===== config.mk =====
export PLATFORM = sky130hd
export DESIGN_NAME = fspc_host
export DESIGN_NICKNAME = d
export VERILOG_FILES = /design/src/common/fspc_pkg.sv /design/src/core/fspc_bus_cycle.sv /design/src/core/fspc_host.sv
export VERILOG_INCLUDE_DIRS = /design/src /design/src/common
export SDC_FILE = /design/constraint.sdc
export NUM_CORES = 1
export LEC_CHECK = 0
export ABC_CLOCK_PERIOD_IN_PS = 5400
export BUFFER_PORTS_ARGS = -buffer_cell sky130_fd_sc_hd__buf_2
export CAP_MARGIN = 20
export CORE_MARGIN = 1
export CORE_UTILIZATION = 62
export DETAILED_ROUTE_END_ITERATION = 6
export PLACE_DENSITY_LB_ADDON = 0.3
export SYNTH_ARGS = -nofsm -noshare
export SYNTH_HDL_FRONTEND = slang
export SYNTH_HIERARCHICAL = 1
export SYNTH_SLANG_ARGS = --single-unit

===== constraint.sdc =====
create_clock -name core_clk -period 5.4 [get_ports core_clk]
set_clock_uncertainty 0.1 [all_clocks]
set_input_delay 0 -clock core_clk [delete_from_list [all_inputs] [get_ports core_clk]]
set_output_delay 0 -clock core_clk [all_outputs]
set_load 0.05 [all_outputs]

===== src/common/fspc_regs.svh =====
`ifndef FSPC_REGS_SVH
`define FSPC_REGS_SVH

// ==========================================================
// Clock and timing
`define FSPC_CLK_MHZ 200
`define FSPC_BUS_CYCLE_NS 70
`define FSPC_HV_SETTLE_NS 4000
`define FSPC_RESET_LOW_NS 500
`define FSPC_PULSE_US 150
`define FSPC_MAX_TRIES 25

// ==========================================================
// Sector geometry
`define FSPC_LAST_SECTOR 141
`define FSPC_SMALL_LOW_LAST 7
`define FSPC_SMALL_HIGH_FIRST 134
`define FSPC_SMALL_HIGH_BASE 10'h3f8
`define FSPC_SECTOR_LSB 12

// ==========================================================
// Low address bits, write data and read-back bit positions of protection cycles
`define FSPC_VERIFY_LOW 12'h002
`define FSPC_PROTECT_LOW 12'h002
`define FSPC_UNPROTECT_LOW 12'h042
`define FSPC_LOCKBIT_LOW 12'h003
`define FSPC_PROT_DATA 8'h60
`define FSPC_PROT_BIT 0
`define FSPC_LOCK_BIT 7

// ==========================================================
// Secured sector command words
`define FSPC_UNLOCK_ADDR1 22'h000555
`define FSPC_UNLOCK_ADDR2 22'h0002aa
`define FSPC_UNLOCK_DATA1 8'haa
`define FSPC_UNLOCK_DATA2 8'h55
`define FSPC_ENTER_DATA 8'h88
`define FSPC_EXIT_DATA 8'h90
`define FSPC_EXIT_FINAL 8'h00
`define FSPC_ENTER_LEN 3
`define FSPC_EXIT_LEN 4

`endif


===== src/common/fspc_pkg.sv =====
package fspc_pkg;

  typedef enum logic [3:0] {
    OP_VERIFY,
    OP_PROTECT,
    OP_UNPROTECT_ALL,
    OP_SEC_ENTER,
    OP_SEC_EXIT,
    OP_SEC_LOCK,
    OP_READ_LOCKBIT,
    OP_HW_RESET
  } fspc_op_t;

  // Requested level of the hardware reset pin
  typedef enum logic [1:0] {
    RST_LOW,
    RST_HIGH,
    RST_IDENT
  } fspc_rst_t;

  // Requested level of guard_accel_pin
  typedef enum logic [1:0] {
    GUARD_LOW,
    GUARD_HIGH,
    GUARD_ACCEL
  } fspc_guard_t;

  typedef struct packed {
    fspc_op_t op;
    logic [7:0] sector;
    logic keep;
  } fspc_req_t;

  typedef struct packed {
    logic [21:0] addr;
    logic [7:0] dqOut;
    logic dqOe;
    logic ceN;
    logic oeN;
    logic weN;
  } fspc_pins_t;

endpackage : fspc_pkg


===== src/core/fspc_bus_cycle.sv =====
`timescale 1ns/1ps
`include "fspc_regs.svh"

module fspc_bus_cycle
(
  input wire logic core_clk,
  input wire logic sys_rst,
  input wire logic start,
  input wire logic isWrite,
  input wire logic [21:0] addr,
  input wire logic [7:0] wdata,
  input wire logic [7:0] dqIn,
  output fspc_pkg::fspc_pins_t pins,
  output logic busy,
  output logic done,
  output logic [7:0] rdata
);
  import fspc_pkg::*;

  localparam int unsigned CycleClks =
    (`FSPC_BUS_CYCLE_NS * `FSPC_CLK_MHZ + 999) / 1000;

  fspc_pins_t pins_r, pins_nxt;
  logic [7:0] dqMeta_r, dqSync_r, rdata_r, rdata_nxt;
  logic [7:0] cnt_r, cnt_nxt;
  logic busy_r, busy_nxt, done_r, done_nxt;

  // ==========================================================
  // Strobe timing
  always_comb
  begin
    pins_nxt = pins_r;
    cnt_nxt = cnt_r;
    busy_nxt = busy_r;
    done_nxt = 1'b0;
    rdata_nxt = rdata_r;
    if (!busy_r && start)
    begin
      busy_nxt = 1'b1;
      cnt_nxt = 8'(CycleClks + 2);
      pins_nxt.addr = addr;
      pins_nxt.dqOut = wdata;
      pins_nxt.dqOe = isWrite;
      pins_nxt.ceN = 1'b0;
      pins_nxt.oeN = isWrite;
      pins_nxt.weN = !isWrite;
    end
    else if (busy_r)
    begin
      if (cnt_r == 8'h00)
      begin
        // Two extra counts cover the data synchroniser delay
        rdata_nxt = dqSync_r;
        pins_nxt.ceN = 1'b1;
        pins_nxt.oeN = 1'b1;
        pins_nxt.weN = 1'b1;
        pins_nxt.dqOe = 1'b0;
        busy_nxt = 1'b0;
        done_nxt = 1'b1;
      end
      else
      begin
        cnt_nxt = cnt_r - 8'h01;
      end
    end
  end

  always_ff @(posedge core_clk)
  begin
    if (sys_rst)
    begin
      pins_r <= '{addr: 22'h000000, dqOut: 8'h00, dqOe: 1'b0,
                 ceN: 1'b1, oeN: 1'b1, weN: 1'b1};
      cnt_r <= 8'h00;
      busy_r <= 1'b0;
      done_r <= 1'b0;
      rdata_r <= 8'h00;
      dqMeta_r <= 8'h00;
      dqSync_r <= 8'h00;
    end
    else
    begin
      pins_r <= pins_nxt;
      cnt_r <= cnt_nxt;
      busy_r <= busy_nxt;
      done_r <= done_nxt;
      rdata_r <= rdata_nxt;
      dqMeta_r <= dqIn;
      dqSync_r <= dqMeta_r;
    end
  end

  assign pins = pins_r;
  assign busy = busy_r;
  assign done = done_r;
  assign rdata = rdata_r;

endmodule : fspc_bus_cycle


===== src/core/fspc_host.sv =====
`timescale 1ns/1ps
`include "fspc_regs.svh"

// What this block does
// - Ident high voltage on reset pin, and on A9 (a9IdentHv) during verify reads
// - Protect unprotected sectors before unprotect pulse
// - Re-protect formerly protected sectors one by one
// - Guard pin always driven to defined level
// - Lock secured sector: enter, then protect
module fspc_host
#(
  parameter int unsigned PULSE_CLKS = `FSPC_PULSE_US * `FSPC_CLK_MHZ
)
(
  input wire logic core_clk,
  input wire logic sys_rst,
  input wire logic reqValid,
  output logic reqReady,
  input fspc_pkg::fspc_req_t req,
  input wire logic tempUnprotect,
  input fspc_pkg::fspc_guard_t guardReq,
  output logic respValid,
  output logic respOk,
  output logic respProt,
  output logic respLock,
  output logic secMode,
  input wire logic [7:0] dqIn,
  output logic [7:0] dqOut,
  output logic dqOe,
  output logic [21:0] flashAddr,
  output logic ceN,
  output logic oeN,
  output logic weN,
  output fspc_pkg::fspc_rst_t resetLevel,
  output logic a9IdentHv,
  output fspc_pkg::fspc_guard_t guardLevel
);
  import fspc_pkg::*;

  localparam int unsigned SettleClks = (`FSPC_HV_SETTLE_NS * `FSPC_CLK_MHZ + 999) / 1000;
  localparam int unsigned RstClks = (`FSPC_RESET_LOW_NS * `FSPC_CLK_MHZ + 999) / 1000;

  typedef enum logic [3:0] {
    S_IDLE, S_HVUP, S_PULSE, S_HOLD, S_VER, S_SCAN, S_HVDN, S_CMD, S_RST, S_DONE
  } fspc_state_t;
  typedef enum logic [1:0] {PH_PREP, PH_UNPROT, PH_REPROT} fspc_phase_t;

  // ==========================================================
  // Helpers
  function automatic logic [21:0] sectorAddr(input logic [7:0] s, input logic [11:0] low);
    logic [9:0] code;
    if (s <= 8'(`FSPC_SMALL_LOW_LAST))
      code = {2'b00, s};
    else if (s >= 8'(`FSPC_SMALL_HIGH_FIRST))
      code = `FSPC_SMALL_HIGH_BASE + {2'b00, s - 8'(`FSPC_SMALL_HIGH_FIRST)};
    else
      code = {s - 8'(`FSPC_SMALL_LOW_LAST), 2'b00} << 1;
    return {code, low};
  endfunction : sectorAddr

  function automatic logic [29:0] cmdWord(input logic isExit, input logic [1:0] idx);
    logic [29:0] w;
    unique case (idx)
      2'd0: w = {`FSPC_UNLOCK_ADDR1, `FSPC_UNLOCK_DATA1};
      2'd1: w = {`FSPC_UNLOCK_ADDR2, `FSPC_UNLOCK_DATA2};
      2'd2: w = {`FSPC_UNLOCK_ADDR1, isExit ? `FSPC_EXIT_DATA : `FSPC_ENTER_DATA};
      default: w = {22'h000000, `FSPC_EXIT_FINAL};
    endcase
    return w;
  endfunction : cmdWord

  fspc_state_t state_r, state_nxt;
  fspc_phase_t phase_r, phase_nxt;
  fspc_req_t cur_r, cur_nxt;
  fspc_rst_t rst_r, rst_nxt;
  fspc_guard_t guard_r, guard_nxt;
  logic [7:0] sec_r, sec_nxt, tries_r, tries_nxt;
  logic [15:0] cnt_r, cnt_nxt;
  logic [1:0] seqIdx_r, seqIdx_nxt;
  logic unprot_r, unprot_nxt, exiting_r, exiting_nxt, issued_r, issued_nxt;
  logic secMode_r, secMode_nxt, a9_r, a9_nxt;
  logic ok_r, ok_nxt, prot_r, prot_nxt, lock_r, lock_nxt, resp_r, resp_nxt;
  logic wasProt_r [0:`FSPC_LAST_SECTOR];
  logic wasSet, busStart, busWrite, busDone, busBusy, isProt, lastSec;
  logic [21:0] busAddr;
  logic [7:0] busData, busRd;
  fspc_pins_t pins;

  assign isProt = busRd[`FSPC_PROT_BIT];
  assign lastSec = (sec_r == 8'(`FSPC_LAST_SECTOR));

  // ==========================================================
  // Sequencer
  always_comb
  begin
    state_nxt = state_r;
    phase_nxt = phase_r;
    cur_nxt = cur_r;
    rst_nxt = rst_r;
    sec_nxt = sec_r;
    tries_nxt = tries_r;
    cnt_nxt = cnt_r;
    seqIdx_nxt = seqIdx_r;
    unprot_nxt = unprot_r;
    exiting_nxt = exiting_r;
    issued_nxt = issued_r;
    secMode_nxt = secMode_r;
    a9_nxt = a9_r;
    ok_nxt = ok_r;
    prot_nxt = prot_r;
    lock_nxt = lock_r;
    resp_nxt = 1'b0;
    wasSet = 1'b0;
    busStart = 1'b0;
    busWrite = 1'b0;
    busAddr = sectorAddr(sec_r, `FSPC_VERIFY_LOW);
    busData = 8'h00;
    // Accel is withheld while the overlay is mapped in
    guard_nxt = (guardReq == GUARD_ACCEL && secMode_r) ? GUARD_HIGH : guardReq;
    if (!(guardReq inside {GUARD_LOW, GUARD_HIGH, GUARD_ACCEL}))
      guard_nxt = GUARD_LOW;
    unique case (state_r)
      S_IDLE:
      begin
        // High voltage on reset pin held only while requested
        rst_nxt = tempUnprotect ? RST_IDENT : RST_HIGH;
        ok_nxt = 1'b1;
        tries_nxt = 8'h00;
        issued_nxt = 1'b0;
        seqIdx_nxt = 2'd0;
        unprot_nxt = 1'b0;
        if (reqValid)
        begin
          cur_nxt = req;
          sec_nxt = req.sector;
          unique case (req.op)
            OP_VERIFY, OP_READ_LOCKBIT: state_nxt = S_VER;
            OP_PROTECT:
            begin
              state_nxt = S_HVUP;
              cnt_nxt = 16'(SettleClks);
            end
            OP_UNPROTECT_ALL:
            begin
              phase_nxt = PH_PREP;
              sec_nxt = 8'h00;
              state_nxt = S_HVUP;
              cnt_nxt = 16'(SettleClks);
            end
            OP_SEC_ENTER, OP_SEC_LOCK:
            begin
              exiting_nxt = 1'b0;
              sec_nxt = 8'h00;
              state_nxt = S_CMD;
            end
            OP_SEC_EXIT:
            begin
              exiting_nxt = 1'b1;
              state_nxt = S_CMD;
            end
            OP_HW_RESET:
            begin
              rst_nxt = RST_LOW;
              cnt_nxt = 16'(RstClks);
              state_nxt = S_RST;
            end
            default: state_nxt = S_DONE;
          endcase
        end
      end
      S_HVUP:
      begin
        rst_nxt = RST_IDENT;
        if (cnt_r == 16'h0000)
          state_nxt = S_VER;
        else
          cnt_nxt = cnt_r - 16'h0001;
      end
      S_PULSE:
      begin
        busStart = !issued_r;
        busWrite = 1'b1;
        busData = `FSPC_PROT_DATA;
        // One unprotect pulse targets the whole array at once
        busAddr = unprot_r ? sectorAddr(8'h00, `FSPC_UNPROTECT_LOW)
                           : sectorAddr(sec_r, `FSPC_PROTECT_LOW);
        if (!busBusy && !issued_r)
          issued_nxt = 1'b1;
        if (busDone)
        begin
          issued_nxt = 1'b0;
          cnt_nxt = 16'(PULSE_CLKS);
          state_nxt = S_HOLD;
        end
      end
      S_HOLD:
      begin
        if (cnt_r == 16'h0000)
        begin
          tries_nxt = tries_r + 8'h01;
          state_nxt = S_VER;
        end
        else
          cnt_nxt = cnt_r - 16'h0001;
      end
      S_VER:
      begin
        a9_nxt = 1'b1;
        busStart = !issued_r;
        busAddr = (cur_r.op == OP_READ_LOCKBIT) ? {10'h000, `FSPC_LOCKBIT_LOW}
                                                : sectorAddr(sec_r, `FSPC_VERIFY_LOW);
        if (!busBusy && !issued_r)
          issued_nxt = 1'b1;
        if (busDone)
        begin
          issued_nxt = 1'b0;
          a9_nxt = 1'b0;
          prot_nxt = isProt;
          lock_nxt = busRd[`FSPC_LOCK_BIT];
          state_nxt = S_PULSE;
          unique case (cur_r.op)
            OP_VERIFY, OP_READ_LOCKBIT: state_nxt = S_DONE;
            OP_UNPROTECT_ALL:
            begin
              unique case (phase_r)
                PH_PREP:
                begin
                  wasSet = (tries_r == 8'h00);
                  if (isProt)
                  begin
                    tries_nxt = 8'h00;
                    sec_nxt = sec_r + 8'h01;
                    state_nxt = S_VER;
                    if (lastSec)
                    begin
                      // Everything protected; now one pulse clears all
                      phase_nxt = PH_UNPROT;
                      sec_nxt = 8'h00;
                      unprot_nxt = 1'b1;
                      state_nxt = S_PULSE;
                    end
                  end
                end
                PH_UNPROT:
                begin
                  if (isProt)
                    sec_nxt = 8'h00;
                  else if (lastSec)
                  begin
                    phase_nxt = PH_REPROT;
                    unprot_nxt = 1'b0;
                    sec_nxt = 8'h00;
                    state_nxt = S_SCAN;
                  end
                  else
                  begin
                    sec_nxt = sec_r + 8'h01;
                    state_nxt = S_VER;
                  end
                end
                default:
                begin
                  if (isProt)
                  begin
                    sec_nxt = sec_r + 8'h01;
                    state_nxt = S_SCAN;
                  end
                end
              endcase
            end
            default:
            begin
              if (isProt)
                state_nxt = (cur_r.op == OP_SEC_LOCK) ? S_CMD : S_HVDN;
            end
          endcase
          // Give up on a sector that will not change
          if (state_nxt == S_PULSE && tries_r == 8'(`FSPC_MAX_TRIES))
          begin
            ok_nxt = 1'b0;
            state_nxt = (cur_r.op == OP_SEC_LOCK) ? S_CMD : S_HVDN;
          end
          if (state_nxt == S_CMD)
            exiting_nxt = 1'b1;
          if (state_nxt == S_HVDN)
            cnt_nxt = 16'(SettleClks);
        end
      end
      S_SCAN:
      begin
        tries_nxt = 8'h00;
        if (sec_r > 8'(`FSPC_LAST_SECTOR))
        begin
          cnt_nxt = 16'(SettleClks);
          state_nxt = S_HVDN;
        end
        else if (cur_r.keep && wasProt_r[sec_r])
          state_nxt = S_PULSE;
        else
          sec_nxt = sec_r + 8'h01;
      end
      S_HVDN:
      begin
        rst_nxt = RST_HIGH;
        if (cnt_r == 16'h0000)
          state_nxt = S_DONE;
        else
          cnt_nxt = cnt_r - 16'h0001;
      end
      S_CMD:
      begin
        busStart = !issued_r;
        busWrite = 1'b1;
        {busAddr, busData} = cmdWord(exiting_r, seqIdx_r);
        if (!busBusy && !issued_r)
          issued_nxt = 1'b1;
        if (busDone)
        begin
          issued_nxt = 1'b0;
          seqIdx_nxt = seqIdx_r + 2'd1;
          if (seqIdx_r == 2'(exiting_r ? `FSPC_EXIT_LEN - 1 : `FSPC_ENTER_LEN - 1))
          begin
            seqIdx_nxt = 2'd0;
            secMode_nxt = !exiting_r;
            state_nxt = (cur_r.op == OP_SEC_LOCK && !exiting_r) ? S_VER : S_DONE;
          end
        end
      end
      S_RST:
      begin
        if (cnt_r == 16'h0000)
        begin
          rst_nxt = RST_HIGH;
          secMode_nxt = 1'b0;
          state_nxt = S_DONE;
        end
        else
          cnt_nxt = cnt_r - 16'h0001;
      end
      default:
      begin
        resp_nxt = 1'b1;
        state_nxt = S_IDLE;
      end
    endcase
  end

  always_ff @(posedge core_clk)
  begin
    if (sys_rst)
    begin
      state_r <= S_IDLE;
      phase_r <= PH_PREP;
      cur_r <= '{op: OP_VERIFY, sector: 8'h00, keep: 1'b0};
      rst_r <= RST_HIGH;
      guard_r <= GUARD_LOW;
      sec_r <= 8'h00;
      tries_r <= 8'h00;
      cnt_r <= 16'h0000;
      seqIdx_r <= 2'd0;
      unprot_r <= 1'b0;
      exiting_r <= 1'b0;
      issued_r <= 1'b0;
      secMode_r <= 1'b0;
      a9_r <= 1'b0;
      ok_r <= 1'b0;
      prot_r <= 1'b0;
      lock_r <= 1'b0;
      resp_r <= 1'b0;
    end
    else
    begin
      state_r <= state_nxt;
      phase_r <= phase_nxt;
      cur_r <= cur_nxt;
      rst_r <= rst_nxt;
      guard_r <= guard_nxt;
      sec_r <= sec_nxt;
      tries_r <= tries_nxt;
      cnt_r <= cnt_nxt;
      seqIdx_r <= seqIdx_nxt;
      unprot_r <= unprot_nxt;
      exiting_r <= exiting_nxt;
      issued_r <= issued_nxt;
      secMode_r <= secMode_nxt;
      a9_r <= a9_nxt;
      ok_r <= ok_nxt;
      prot_r <= prot_nxt;
      lock_r <= lock_nxt;
      resp_r <= resp_nxt;
    end
  end

  // Memory of which sectors were protected at their first verify, before any prepare pulse
  always_ff @(posedge core_clk)
  begin
    if (wasSet && sec_r <= 8'(`FSPC_LAST_SECTOR))
      wasProt_r[sec_r] <= isProt;
  end

  fspc_bus_cycle u_bus
  (
    .core_clk(core_clk),
    .sys_rst(sys_rst),
    .start(busStart),
    .isWrite(busWrite),
    .addr(busAddr),
    .wdata(busData),
    .dqIn(dqIn),
    .pins(pins),
    .busy(busBusy),
    .done(busDone),
    .rdata(busRd)
  );

  assign reqReady = (state_r == S_IDLE);
  assign respValid = resp_r;
  assign respOk = ok_r;
  assign respProt = prot_r;
  assign respLock = lock_r;
  assign secMode = secMode_r;
  assign dqOut = pins.dqOut;
  assign dqOe = pins.dqOe;
  assign flashAddr = pins.addr;
  assign ceN = pins.ceN;
  assign oeN = pins.oeN;
  assign weN = pins.weN;
  assign resetLevel = rst_r;
  assign a9IdentHv = a9_r;
  assign guardLevel = guard_r;

endmodule : fspc_host


======== After elaboration in Yosys (flattened, before gate mapping) ========
Memory sizes are Yosys's and may differ from the RTL's. A register that Yosys moved wholly into a read port is not among the register bits.
Cells that the tools add are included.
cells by class
  add/sub/neg operators ................... 8
  magnitude comparators ................... 4
  equality and inequality tests ........... 60
  muxes and demuxes ....................... 125
  bitwise gates (word level) .............. 4
  reduce and logical (&&, ||, !) cells .... 66
operators by type and width
  cell                 number
  $mux 8               17
  $mux 16              6
  $pmux 16 s5          1
  $mux 4               18
  $pmux 22 s3          1
  $pmux 19 s3          1
  $eq 4x3->1 const B   12
  $pmux 8 s3           2
  $mux 22              2
  $mux 1               34
  $pmux 16 s2          1
  $pmux 8 s2           2
  $reduce_and 8->1     4
  $mux 2               14
  $pmux 4 s7           1
  $eq 4x2->1 const B   6
  $ne 2x2->1 const B   11
  $mux 10              2
  $mux 5               4
  $ne 2x1->1 const B   10
  $reduce_or 2->1      10
  $add 8x1->8 const B  2
  $logic_not 16->1     1
  $logic_not 8->1      2
  other kinds (44)     103
word-level totals
  bits in registers ....................... 126
  RAM bits ................................ 142
  input bits .............................. 27
  output and inout bits ................... 45
  word-level logic and storage cells ...... 301
  memories ................................ 1
memories
  memory     depth  bits a word  read ports  clocked after memory_dff  wr ports  line             text
  wasProt_r  142    1            1           1                         1         fspc_host.sv:83  logic wasProt_r [0:`FSPC_LAST_SECTOR];

======== Logic depth before layout (Yosys ltp) ========
Gate-level depths: netlist (run 1).
  depth after elaboration ................. 16
  gate-level depth with buffers ........... 12
  gate-level depth less buffers ........... 10

======== Cells and area by module ========
The synthesis (run 1) kept the hierarchy.
by module, submodules not included
  module          instances  cells an instance  area each (um2)  sequential area each (um2)
  fspc_host       1          1090               10984.3          5585.4
  fspc_bus_cycle  1          275                2432.3           1361.3

======== Least setup slack after synthesis (run 1) ========
Ideal clock, no wire load.
  path kind ............................... reg-to-reg
  start ................................... register u_bus.rdata_r[0] (netlist: u_bus/rdata[0])
  end ..................................... register, netlist name cnt_r[2]
  setup time .............................. 0.117 ns
  data arrival time ....................... 3.916 ns
  required time ........................... 5.183 ns
  setup slack ............................. 1.266 ns
  stages on the path, launching flop included .. 10
  buffers on the path ..................... 2
  clock period less this slack ............ 4.134 ns
  cells stage by stage .................... dfxtp_1 -> buf_2 -> nand2_1 -> mux2_2 -> a211oi_2 -> o221a_2 -> o21a_4 -> nor2_2 -> buf_6 -> a32o_1
RTL lines
  what                      line                  text
  start: declaration        fspc_bus_cycle.sv:24  logic [7:0] dqMeta_r, dqSync_r, rdata_r, rdata_nxt;
  start signal: assignment  fspc_bus_cycle.sv:87  rdata_r <= rdata_nxt;

======== Final worst setup path (run 1) ========
  start ................................... register state_r[2]
  end ..................................... memory wasProt_r[34] (enable)
between the ends
  word-level cells in the longest chain between the ends .. 5
ends and longest elaborated chain
  what                          line              text
  start: declaration            fspc_host.sv:72   fspc_state_t state_r, state_nxt;
  start signal: assignment      fspc_host.sv:373  state_r <= state_nxt;
  $eq 4x3->1                    fspc_host.sv:122  unique case (state_r)
  $mux 1                        fspc_host.sv:122
  $logic_and 1x1->1             fspc_host.sv:397  if (wasSet && sec_r <= 8'(`FSPC_LAST_SECTOR))
  $mux 1                        fspc_host.sv:397
  $mux 1 (implied by the code)  fspc_host.sv:398  wasProt_r[sec_r] <= isProt;
  end: declaration              fspc_host.sv:83
Every way passes these cells.

==> results.yml, run 1 <==
synth:
  ys.warnings.count: 6
  post_synth.cell_area_avg_sq_um: 9.78
  synthCells: 1317
  synth_area_sq_mm: 0.0129
  syn_nets: 1362
floorplan:
  dieWidth_um: 146
  die_area_sq_mm: 0.0213
  row_count: 52
  start_util: 0.634
  die_h_um: 146
  coreArea_sq_mm: 0.0203
  count_of_boundary_i_o_pins: 72
worst_setup_path:
  critical_path.most_common_cell: "nor3_1"
  slowest_delay_ps: 680
  worstPathRequired_ps: 5520
  cp_cell_sequence: "nand2b_1 -> nor3_1 -> buf_4 -> and2_0 -> nand4_1 -> nor3_1 -> nand2_1 -> nor2_1"
  timing.critical_path.from_type: "flop"
  crit_slowest_cell: "dfxtp_1"
  critical_path_peak_fanout: 18
  cp_num_buf_inv: 1
  cpLargestDelayFamily: "simple AND/OR/NAND/NOR gates"
  cp.arrival_ps: 3980
  path_class: "reg2reg"
  critPathCaptureType: "flop"
layout:
  antenna_cells: 0
  post_route_cells_drive_above_1_share: 0.124
  final_nets: 1409
  syn_to_final_growth_pct: 11.8
  n_fill_cell: 1489
  final_instance_area_sq_mm: 0.0144
drt:
  number_of_nets_with_antenna_violations_after_detailed_routing: 0
  drt-initial-drc-count: 1111
  vias_per_cell: 6.34
  drcViolationCount: 0
  detailed_routing_iterations_pass_1: 6
  wl_per_cell_um: 19.8
  wl_mm: 32.7
  via_count: 10500
grt:
  grt_use_total: 0.308
  largest_net_degree_at_the_start_of_global_routing: 143
  gr-total-overflow: 0
  vias_in_the_first_global_route: 9970
  grt_antenna_before_repair: 0
  grt_first_pass_wirelength_mm: 52.2
pwr:
  power.leakage_uw: 0.00466
  vdd.ir_drop.worst_mv: 0.454
  power_density_mw_per_mm2: 501
timing:
  finalHoldViolations: 0
  timing.fmax_mhz: 259
  fin_crit_ps: 3860
  rsz0062_at_grt: "false"
  setup-tns-final_ps: 0
  final_max_slew_violation_count: 0
  worstMarginPinSlew_ps: 974
  worst_slew_margin_relative_to_its_limit: 0.348
  final_min_period_over_clock_period: 0.715
  setup_viol: 0
place:
  portBuffers: 65
  gp_congestion: 0.938
  post_dp_cell_area_sq_mm: 0.0132
  dp.final_hpwl_mm: 21.0
clock_network:
  cts-buffers-inserted: 27
  post-cts-setup-buffers: 0
  clock_path_buffers: 3
  clkLatencyLatePin_ps: 530
  cts.htree.levels: 1
  tritoncts_clock_tree: "built"
  cts_hold_buffers: 33
  cts_root_buf: "clkbuf_16"
  worst_setup_hold_path_clk_slew_ps: 60
  ctsResizeCount: 0
  cts.sink_count: 258
min_path:
  holdCritPathClass: "in2reg"
run:
  maxCapViolCount: 0
status:
  result_of_the_run: "finished clean"
-- through the flow --
stage	total power, uW	util	hold slack (ps)	instances	setup slack, ps
after detailed placement	5400	0.651	106	1570	1630
after CTS	7170	0.708	171	1652	1620
final	7220	0.709	202	1654	1540
after global placement	5340	0.651	87.7	1570	1790
after floorplan	4780	-	-20.7	1317	1270
after global routing	7610	0.709	212	1654	1250
-- cells in the final DEF, fill, tap and decap left out, drive strengths merged, types with 15 or more instances in the layout --
| cell type | count |
|---|---|
| nor2 | 234 |
| nand2 | 155 |
| edfxtp | 142 |
| dfxtp | 116 |
| a21oi | 88 |
| buf | 77 |
| clkbuf | 38 |
| nand3 | 36 |
| o21ai | 36 |
| dlygate4sd3 | 33 |
| mux2i | 30 |
| inv | 26 |
| nor3 | 26 |
| mux4 | 26 |
| nand2b | 18 |
| ha | 18 |
| or3 | 17 |
| a211oi | 15 |
-- layout make-up --
class	instances	area, sq um	area share
Timing Repair Buffer	110	768	0.0534
Multi-Input combinational cell	940	5780	0.402
Tap cell	270	338	0.0235
Sequential cell	258	6590	0.458
Clock buffer	38	737	0.0512
Clock inverter	11	77.6	0.00539
Inverter	27	101	0.00704
-- path summary, 6_finish.rpt --
kind	startpoint	endpoint	slack, ps	cells after the start
setup / recovery	state_r[2]$_SDFFE_PP0P_	wasProt_r[34]$_DFFE_PP_	1540	8
hold / removal	sys_rst	u_bus/pins[21]$_SDFFE_PP0P_	200	3
hold reg to reg	u_bus/dqSync_r[0]$_SDFF_PP0_	u_bus/rdata[0]$_SDFFE_PP0P_	340	2
setup reg to reg	state_r[2]$_SDFFE_PP0P_	wasProt_r[34]$_DFFE_PP_	1540	8
-- report_power, final --
part           switching, uW  internal [uW]
logic                   1850           1010
clock network            741            993
registers                384           2240
total                   2980           4240
-- registers in the layout (all words and copies together) (netlist names), 4 cells and up, named ones only --
name,flops
wasProt_r,142
u_bus/pins,34
cnt_r,16
sec_r,8
tries_r,8
u_bus/cnt_r,8
cur_r,5
state_r,4
-- metal layers --
metal	GRT usage	routed length (um)	up-vias
met5	0	0	-
met3	0.0431	2630	83
met1	0.400	12600	5033
met4	0.116	1080	0
li1	-	-	4861
met2	0.528	16400	509
-- tightest hold or removal path: cells and delay by family --
| family | cells | cell delay [ps] |
|---|---|---|
| AO/OA/AOI/OAI | 1 | 50 |
| buffers and inverters | 2 | 720 |
Power figures use the tool's default switching activity.
==> run 2: changes to the inputs <==
--- a/config.mk
+++ b/config.mk
@@ -6,7 +6,7 @@
 export SDC_FILE = /design/constraint.sdc
 export NUM_CORES = 1
 export LEC_CHECK = 0
-export ABC_CLOCK_PERIOD_IN_PS = 5400
+export ABC_CLOCK_PERIOD_IN_PS = 4000
 export BUFFER_PORTS_ARGS = -buffer_cell sky130_fd_sc_hd__buf_2
 export CAP_MARGIN = 20
 export CORE_MARGIN = 1
==> constraint.sdc (replaced) <==
create_clock -name core_clk -period 4 [get_ports core_clk]
set_clock_uncertainty 0.1 [all_clocks]
set_input_delay 0 -clock core_clk [delete_from_list [all_inputs] [get_ports core_clk]]
set_output_delay 0 -clock core_clk [all_outputs]
set_load 0.05 [all_outputs]
==> run 2 against run 1 <==
Compared with the run above: register-to-register slack worse by 1200 ps; final cell count up 0.67%; clock power up 40%; critical path type unchanged.
==> results.yml, run 2 (synthesized netlist as in run 1, its figures left out) <==
status:
  result_of_the_run: "finished clean"
drt:
  drt-initial-drc-count: 1064
  drcViolationCount: 0
  via_count: 10600
  detailed_routing_iterations_pass_1: 5
  wl_per_cell_um: 19.8
  number_of_nets_with_antenna_violations_after_detailed_routing: 0
  vias_per_cell: 6.35
  wl_mm: 32.9
timing:
  timing.fmax_mhz: 271
  setup_viol: 0
  rsz0062_at_grt: "false"
  worstMarginPinSlew_ps: 970
  setup-tns-final_ps: 0
  fin_crit_ps: 3690
  worst_slew_margin_relative_to_its_limit: 0.351
  finalHoldViolations: 0
  final_max_slew_violation_count: 0
  final_min_period_over_clock_period: 0.924
min_path:
  holdCritPathClass: "in2reg"
pwr:
  cellInternalPower_uw: 5860
  p_sw_frac: 0.409
  power.leakage_uw: 0.00473
  clockPowerShare: 0.244
  power_density_mw_per_mm2: 685
  vdd.ir_drop.worst_mv: 0.486
  power_frac_seq: 0.348
  portion_of_total_power_attributed_to_combinational_logic: 0.408
  power.switching_uw: 4060
floorplan:
  coreArea_sq_mm: 0.0203
  die_area_sq_mm: 0.0213
  row_count: 52
  count_of_boundary_i_o_pins: 72
  dieWidth_um: 146
  start_util: 0.634
  die_h_um: 146
clock_network:
  clock_path_buffers: 3
  clkLatencyLatePin_ps: 540
  worst_setup_hold_path_clk_slew_ps: 60
  cts.sink_count: 258
  cts-buffers-inserted: 27
  cts.htree.levels: 1
  cts_root_buf: "clkbuf_16"
  tritoncts_clock_tree: "built"
  post-cts-setup-buffers: 0
  ctsResizeCount: 0
worst_setup_path:
  cp.arrival_ps: 4010
  worstPathRequired_ps: 4320
  critical_path_peak_fanout: 22
  path_class: "reg2reg"
  critPathCaptureType: "flop"
  timing.critical_path.from_type: "flop"
  worst_r2r_path_depth: 7
  reg2reg_slack_ps: 310
grt:
  vias_in_the_first_global_route: 10200
  grt_use_total: 0.307
  grt_first_pass_wirelength_mm: 52.1
  grt_antenna_before_repair: 0
  largest_net_degree_at_the_start_of_global_routing: 100
  gr-total-overflow: 0
layout:
  layout_commonest_cell: "nor2_1"
  number_of_flip_flops_in_the_largest_register: 142
  post_route_cells_drive_above_1_share: 0.134
  registers.top_by_ff_count: "wasProt_r"
  final_nets: 1419
  syn_to_final_growth_pct: 12.6
  antenna_cells: 0
  layout.cells.most_common_list: "nor2_1, nand2_1, edfxtp_1"
  final_instance_area_sq_mm: 0.0145
place:
  portBuffers: 65
  dp.final_hpwl_mm: 21.0
  post_dp_cell_area_sq_mm: 0.0133
  gp_congestion: 0.915
run:
  maxCapViolCount: 0
[run 2: cell types whose count changed in the layout (fill, tap and decap cells not counted), sizes merged]
cell	before	now
clkinvlp	0	2
inv	26	27
clkinv	11	6
bufinv	1	2
clkbuf	38	40
buf	77	87
[run 2: cell type report]
class | instances | area (sq um)
flip-flops and latches | 258 | 6590
fillers | 1499 | 5800
multi-input cells | 940 | 5780
repair buffers | 120 | 836
clock buffers | 40 | 737
well taps | 270 | 338
clock inverters | 10 | 109
inverters | 27 | 101
[run 2: how the worst min path moves through the flow]
stage / from / to / slack (ps) / depth (start not counted)
floorplan: guardReq[0] / guardLevel[1]$_SDFF_PP0_ / -20 / 1
global placement: guardReq[0] / guardLevel[1]$_SDFF_PP0_ / 90 / 2
detailed placement: guardReq[0] / guardLevel[1]$_SDFF_PP0_ / 100 / 2
CTS: guardReq[0] / guardLevel[0]$_SDFF_PP0_ / 160 / 4
global route: guardReq[1] / guardLevel[0]$_SDFF_PP0_ / 230 / 4
finish: guardReq[0] / guardLevel[0]$_SDFF_PP0_ / 240 / 4
[run 2: repair_timing]
| action | CTS | global route |
|---|---|---|
| endpoints found under the setup margin | 0 | 0 |
| hold buffers | 33 | 0 |
| hold endpoints to repair | 52 | 0 |
[run 2: routing by layer]
metal | wire, um | global-route usage | vias to the layer above
li1 | - | - | 4889
met1 | 12500 | 0.378 | 5070
met2 | 16500 | 0.534 | 522
met3 | 2880 | 0.0588 | 92
met4 | 1040 | 0.117 | 0
met5 | 0 | 0 | -
[run 2: worst max-delay path: stages, from the launching register on]
cell       delay, ps
dfxtp_2          830
mux4_2           360
mux2_2           180
o22ai_1          110
a2111oi_0        680
o311a_1          480
o211a_1          430
mux2_1           380
[run 2: metrics by stage]
step	setup slack, ps	std cells	hold WS, ps	total power [uW]	util
global route	151	1665	233	10400	0.714
global placement	495	1582	91.9	7300	0.656
floorplan	773	1317	-20.7	6450	-
finish	305	1665	238	9920	0.714
detailed placement	380	1582	96.9	7390	0.656
CTS	371	1665	156	9860	0.714
[run 2: power by group through the flow]
stage	logic [uW]	registers [uW]	clock network [uW]
detailed placement	3890	3490	0
global placement	3820	3480	0
CTS	3970	3440	2450
floorplan	3030	3420	0
finish	4050	3460	2420
global route	4380	3510	2550
==> run 3: changes to the inputs <==
--- a/config.mk
+++ b/config.mk
@@ -10,7 +10,7 @@
 export BUFFER_PORTS_ARGS = -buffer_cell sky130_fd_sc_hd__buf_2
 export CAP_MARGIN = 20
 export CORE_MARGIN = 1
-export CORE_UTILIZATION = 62
+export CORE_UTILIZATION = 44
 export DETAILED_ROUTE_END_ITERATION = 6
 export PLACE_DENSITY_LB_ADDON = 0.3
 export SYNTH_ARGS = -nofsm -noshare
==> run 3 against run 2 <==
Compared with the run above: sequential power about the same; flip-flop and latch count unchanged; sequential share of layout area decreased by 0.61 points; clock-buffer cell count decreased by 4; clock power about the same; combinational power about the same; wire length increased by 2.2%; first-iteration DRC count decreased by 6.3%; fmax increased by 3.2%; cell area increased by 1.4%; critical path type unchanged.
==> results.yml, run 3 (synthesized netlist as in run 1, its figures left out) <==
status:
  result_of_the_run: "finished clean"
timing:
  fin_crit_ps: 3580
  worst_slew_margin_relative_to_its_limit: 0.426
  final_max_slew_violation_count: 0
  final_min_period_over_clock_period: 0.895
  timing.fmax_mhz: 279
  setup_viol: 0
  finalHoldViolations: 0
  worstMarginPinSlew_ps: 850
  setup-tns-final_ps: 0
  rsz0062_at_grt: "false"
worst_setup_path:
  crit_slowest_cell: "dfxtp_2"
  critPathCaptureType: "flop"
  cp_cell_sequence: "buf_4 -> mux4_2 -> mux2i_1 -> o21ai_0 -> o311a_1 -> o211a_1 -> mux2_1"
  regToRegEndpoint: "sec_r[6]$_SDFFE_PP0P_"
  slowest_delay_ps: 850
  cp.arrival_ps: 3900
  reg2reg_slack_ps: 420
  path_class: "reg2reg"
  worstPathRequired_ps: 4320
  worst_r2r_path_depth: 7
  critical_path_peak_fanout: 23
  timing.critical_path.from_type: "flop"
layout:
  number_of_flip_flops_in_the_largest_register: 142
  antenna_cells: 0
  final_nets: 1420
  post_route_cells_drive_above_1_share: 0.137
  layout_commonest_cell: "nor2_1"
  syn_to_final_growth_pct: 14.1
  registers.top_by_ff_count: "wasProt_r"
  final_instance_area_sq_mm: 0.0147
  n_fill_cell: 2640
  fin_cells: 1779
  layout.cells.most_common_list: "nor2_1, nand2_1, edfxtp_1"
grt:
  grt_util_met2: 0.381
  gr-total-overflow: 0
  grt.met3_usage: 0.0259
  grt_first_pass_wirelength_mm: 53.2
  top_usage_layer: "met2"
  vias_in_the_first_global_route: 9942
  grt_antenna_before_repair: 0
  largest_net_degree_at_the_start_of_global_routing: 145
  grt_use_total: 0.222
  use_met1: 0.292
drt:
  wl_per_cell_um: 18.9
  wl_mm: 33.7
  drcViolationCount: 0
  vias_per_cell: 5.79
  via_count: 10300
  drt-initial-drc-count: 997
  number_of_nets_with_antenna_violations_after_detailed_routing: 0
  detailed_routing_iterations_pass_1: 6
floorplan:
  count_of_boundary_i_o_pins: 72
  die_h_um: 173
  dieWidth_um: 173
  die_area_sq_mm: 0.0300
  coreArea_sq_mm: 0.0288
  start_util: 0.447
  row_count: 62
clock_network:
  clock_path_buffers: 3
  cts.sink_count: 258
  tritoncts_clock_tree: "built"
  cts_root_buf: "clkbuf_16"
  cts.htree.levels: 1
  cts-buffers-inserted: 27
  clkLatencyLatePin_ps: 540
  post-cts-setup-buffers: 0
  worst_setup_hold_path_clk_slew_ps: 70
place:
  placed_cells: 1695
  dp.final_hpwl_mm: 22.0
  post_dp_cell_area_sq_mm: 0.0135
  portBuffers: 65
  gp_congestion: 0.851
min_path:
  holdCritPathClass: "in2reg"
  worstHoldEndpoint: "resetLevel[0]$_SDFFE_PP1P_"
  min_path_cells: 6
  holdCritStartpoint: "reqValid"
pwr:
  power_density_mw_per_mm2: 677
  vdd.ir_drop.worst_mv: 0.490
  power.leakage_uw: 0.00476
run:
  maxCapViolCount: 0
[run 3: where the power goes]
group | internal (uW) | total (uW) | switching (uW) | leakage [uW]
Sequential | 3030 | 3470 | 442 | 0.00204
Clock | 1400 | 2450 | 1040 | 0.000426
Combinational | 1420 | 4030 | 2610 | 0.00230
Total | 5850 | 9950 | 4100 | 0.00476
[run 3: per-layer routing]
metal,part of all wire,vias to the layer above
met4,0.029,0
met2,0.49,356
met1,0.43,4971
li1,-,4896
met5,0,-
met3,0.056,69
[run 3: final cells by class]
type                            instances  area [sq um]  area share
Clock inverter                         13           101     0.00690
Multi-Input combinational cell        940          5790       0.394
Tap cell                              384           480      0.0327
Timing Repair Buffer                  121           866      0.0589
Inverter                               27           101     0.00690
Sequential cell                       258          6590       0.449
Clock buffer                           36           761      0.0518
[run 3: per-stage QoR]
stage | utilization | setup slack [ps] | hold WS (ps) | total power (uW)
3_3_place_gp | 0.468 | 449 | 92.3 | 7390
6_report | 0.511 | 419 | 29.8 | 9950
3_5_place_dp | 0.468 | 424 | 97.7 | 7440
4_1_cts | 0.509 | 399 | 5.15 | 9960
2_1_floorplan | - | 773 | -20.7 | 6450
5_1_grt | 0.511 | 218 | 91.4 | 10500
[run 3: critical path: cells and delay by family (launching register included)]
kind            cells  cell delay, ps
mux                 3            1140
compound gates      3            1050
flops               1             850
buf+inv             1             300
[run 3: timing repair]
item	in CTS	in global routing
setup endpoints to repair	0	3
endpoints found under the hold margin	60	0
hold buffers	34	0
resized for setup	0	2
[run 3: how the worst max path moves through the flow]
stage               slack [ps]                        start                      to  cells past startpoint
finish                     420                         flop   sec_r[6]$_SDFFE_PP0P_                      7
CTS                        400                         flop   sec_r[6]$_SDFFE_PP0P_                      7
global route               220        sec_r[1]$_SDFFE_PP0P_  cnt_r[15]$_SDFFE_PP0P_                      9
floorplan                  770  u_bus/rdata[0]$_SDFFE_PP0P_   cnt_r[2]$_SDFFE_PP0P_                      9
global placement           450                         flop   sec_r[1]$_SDFFE_PP0P_                      7
detailed placement         420                         flop                    flop                      7
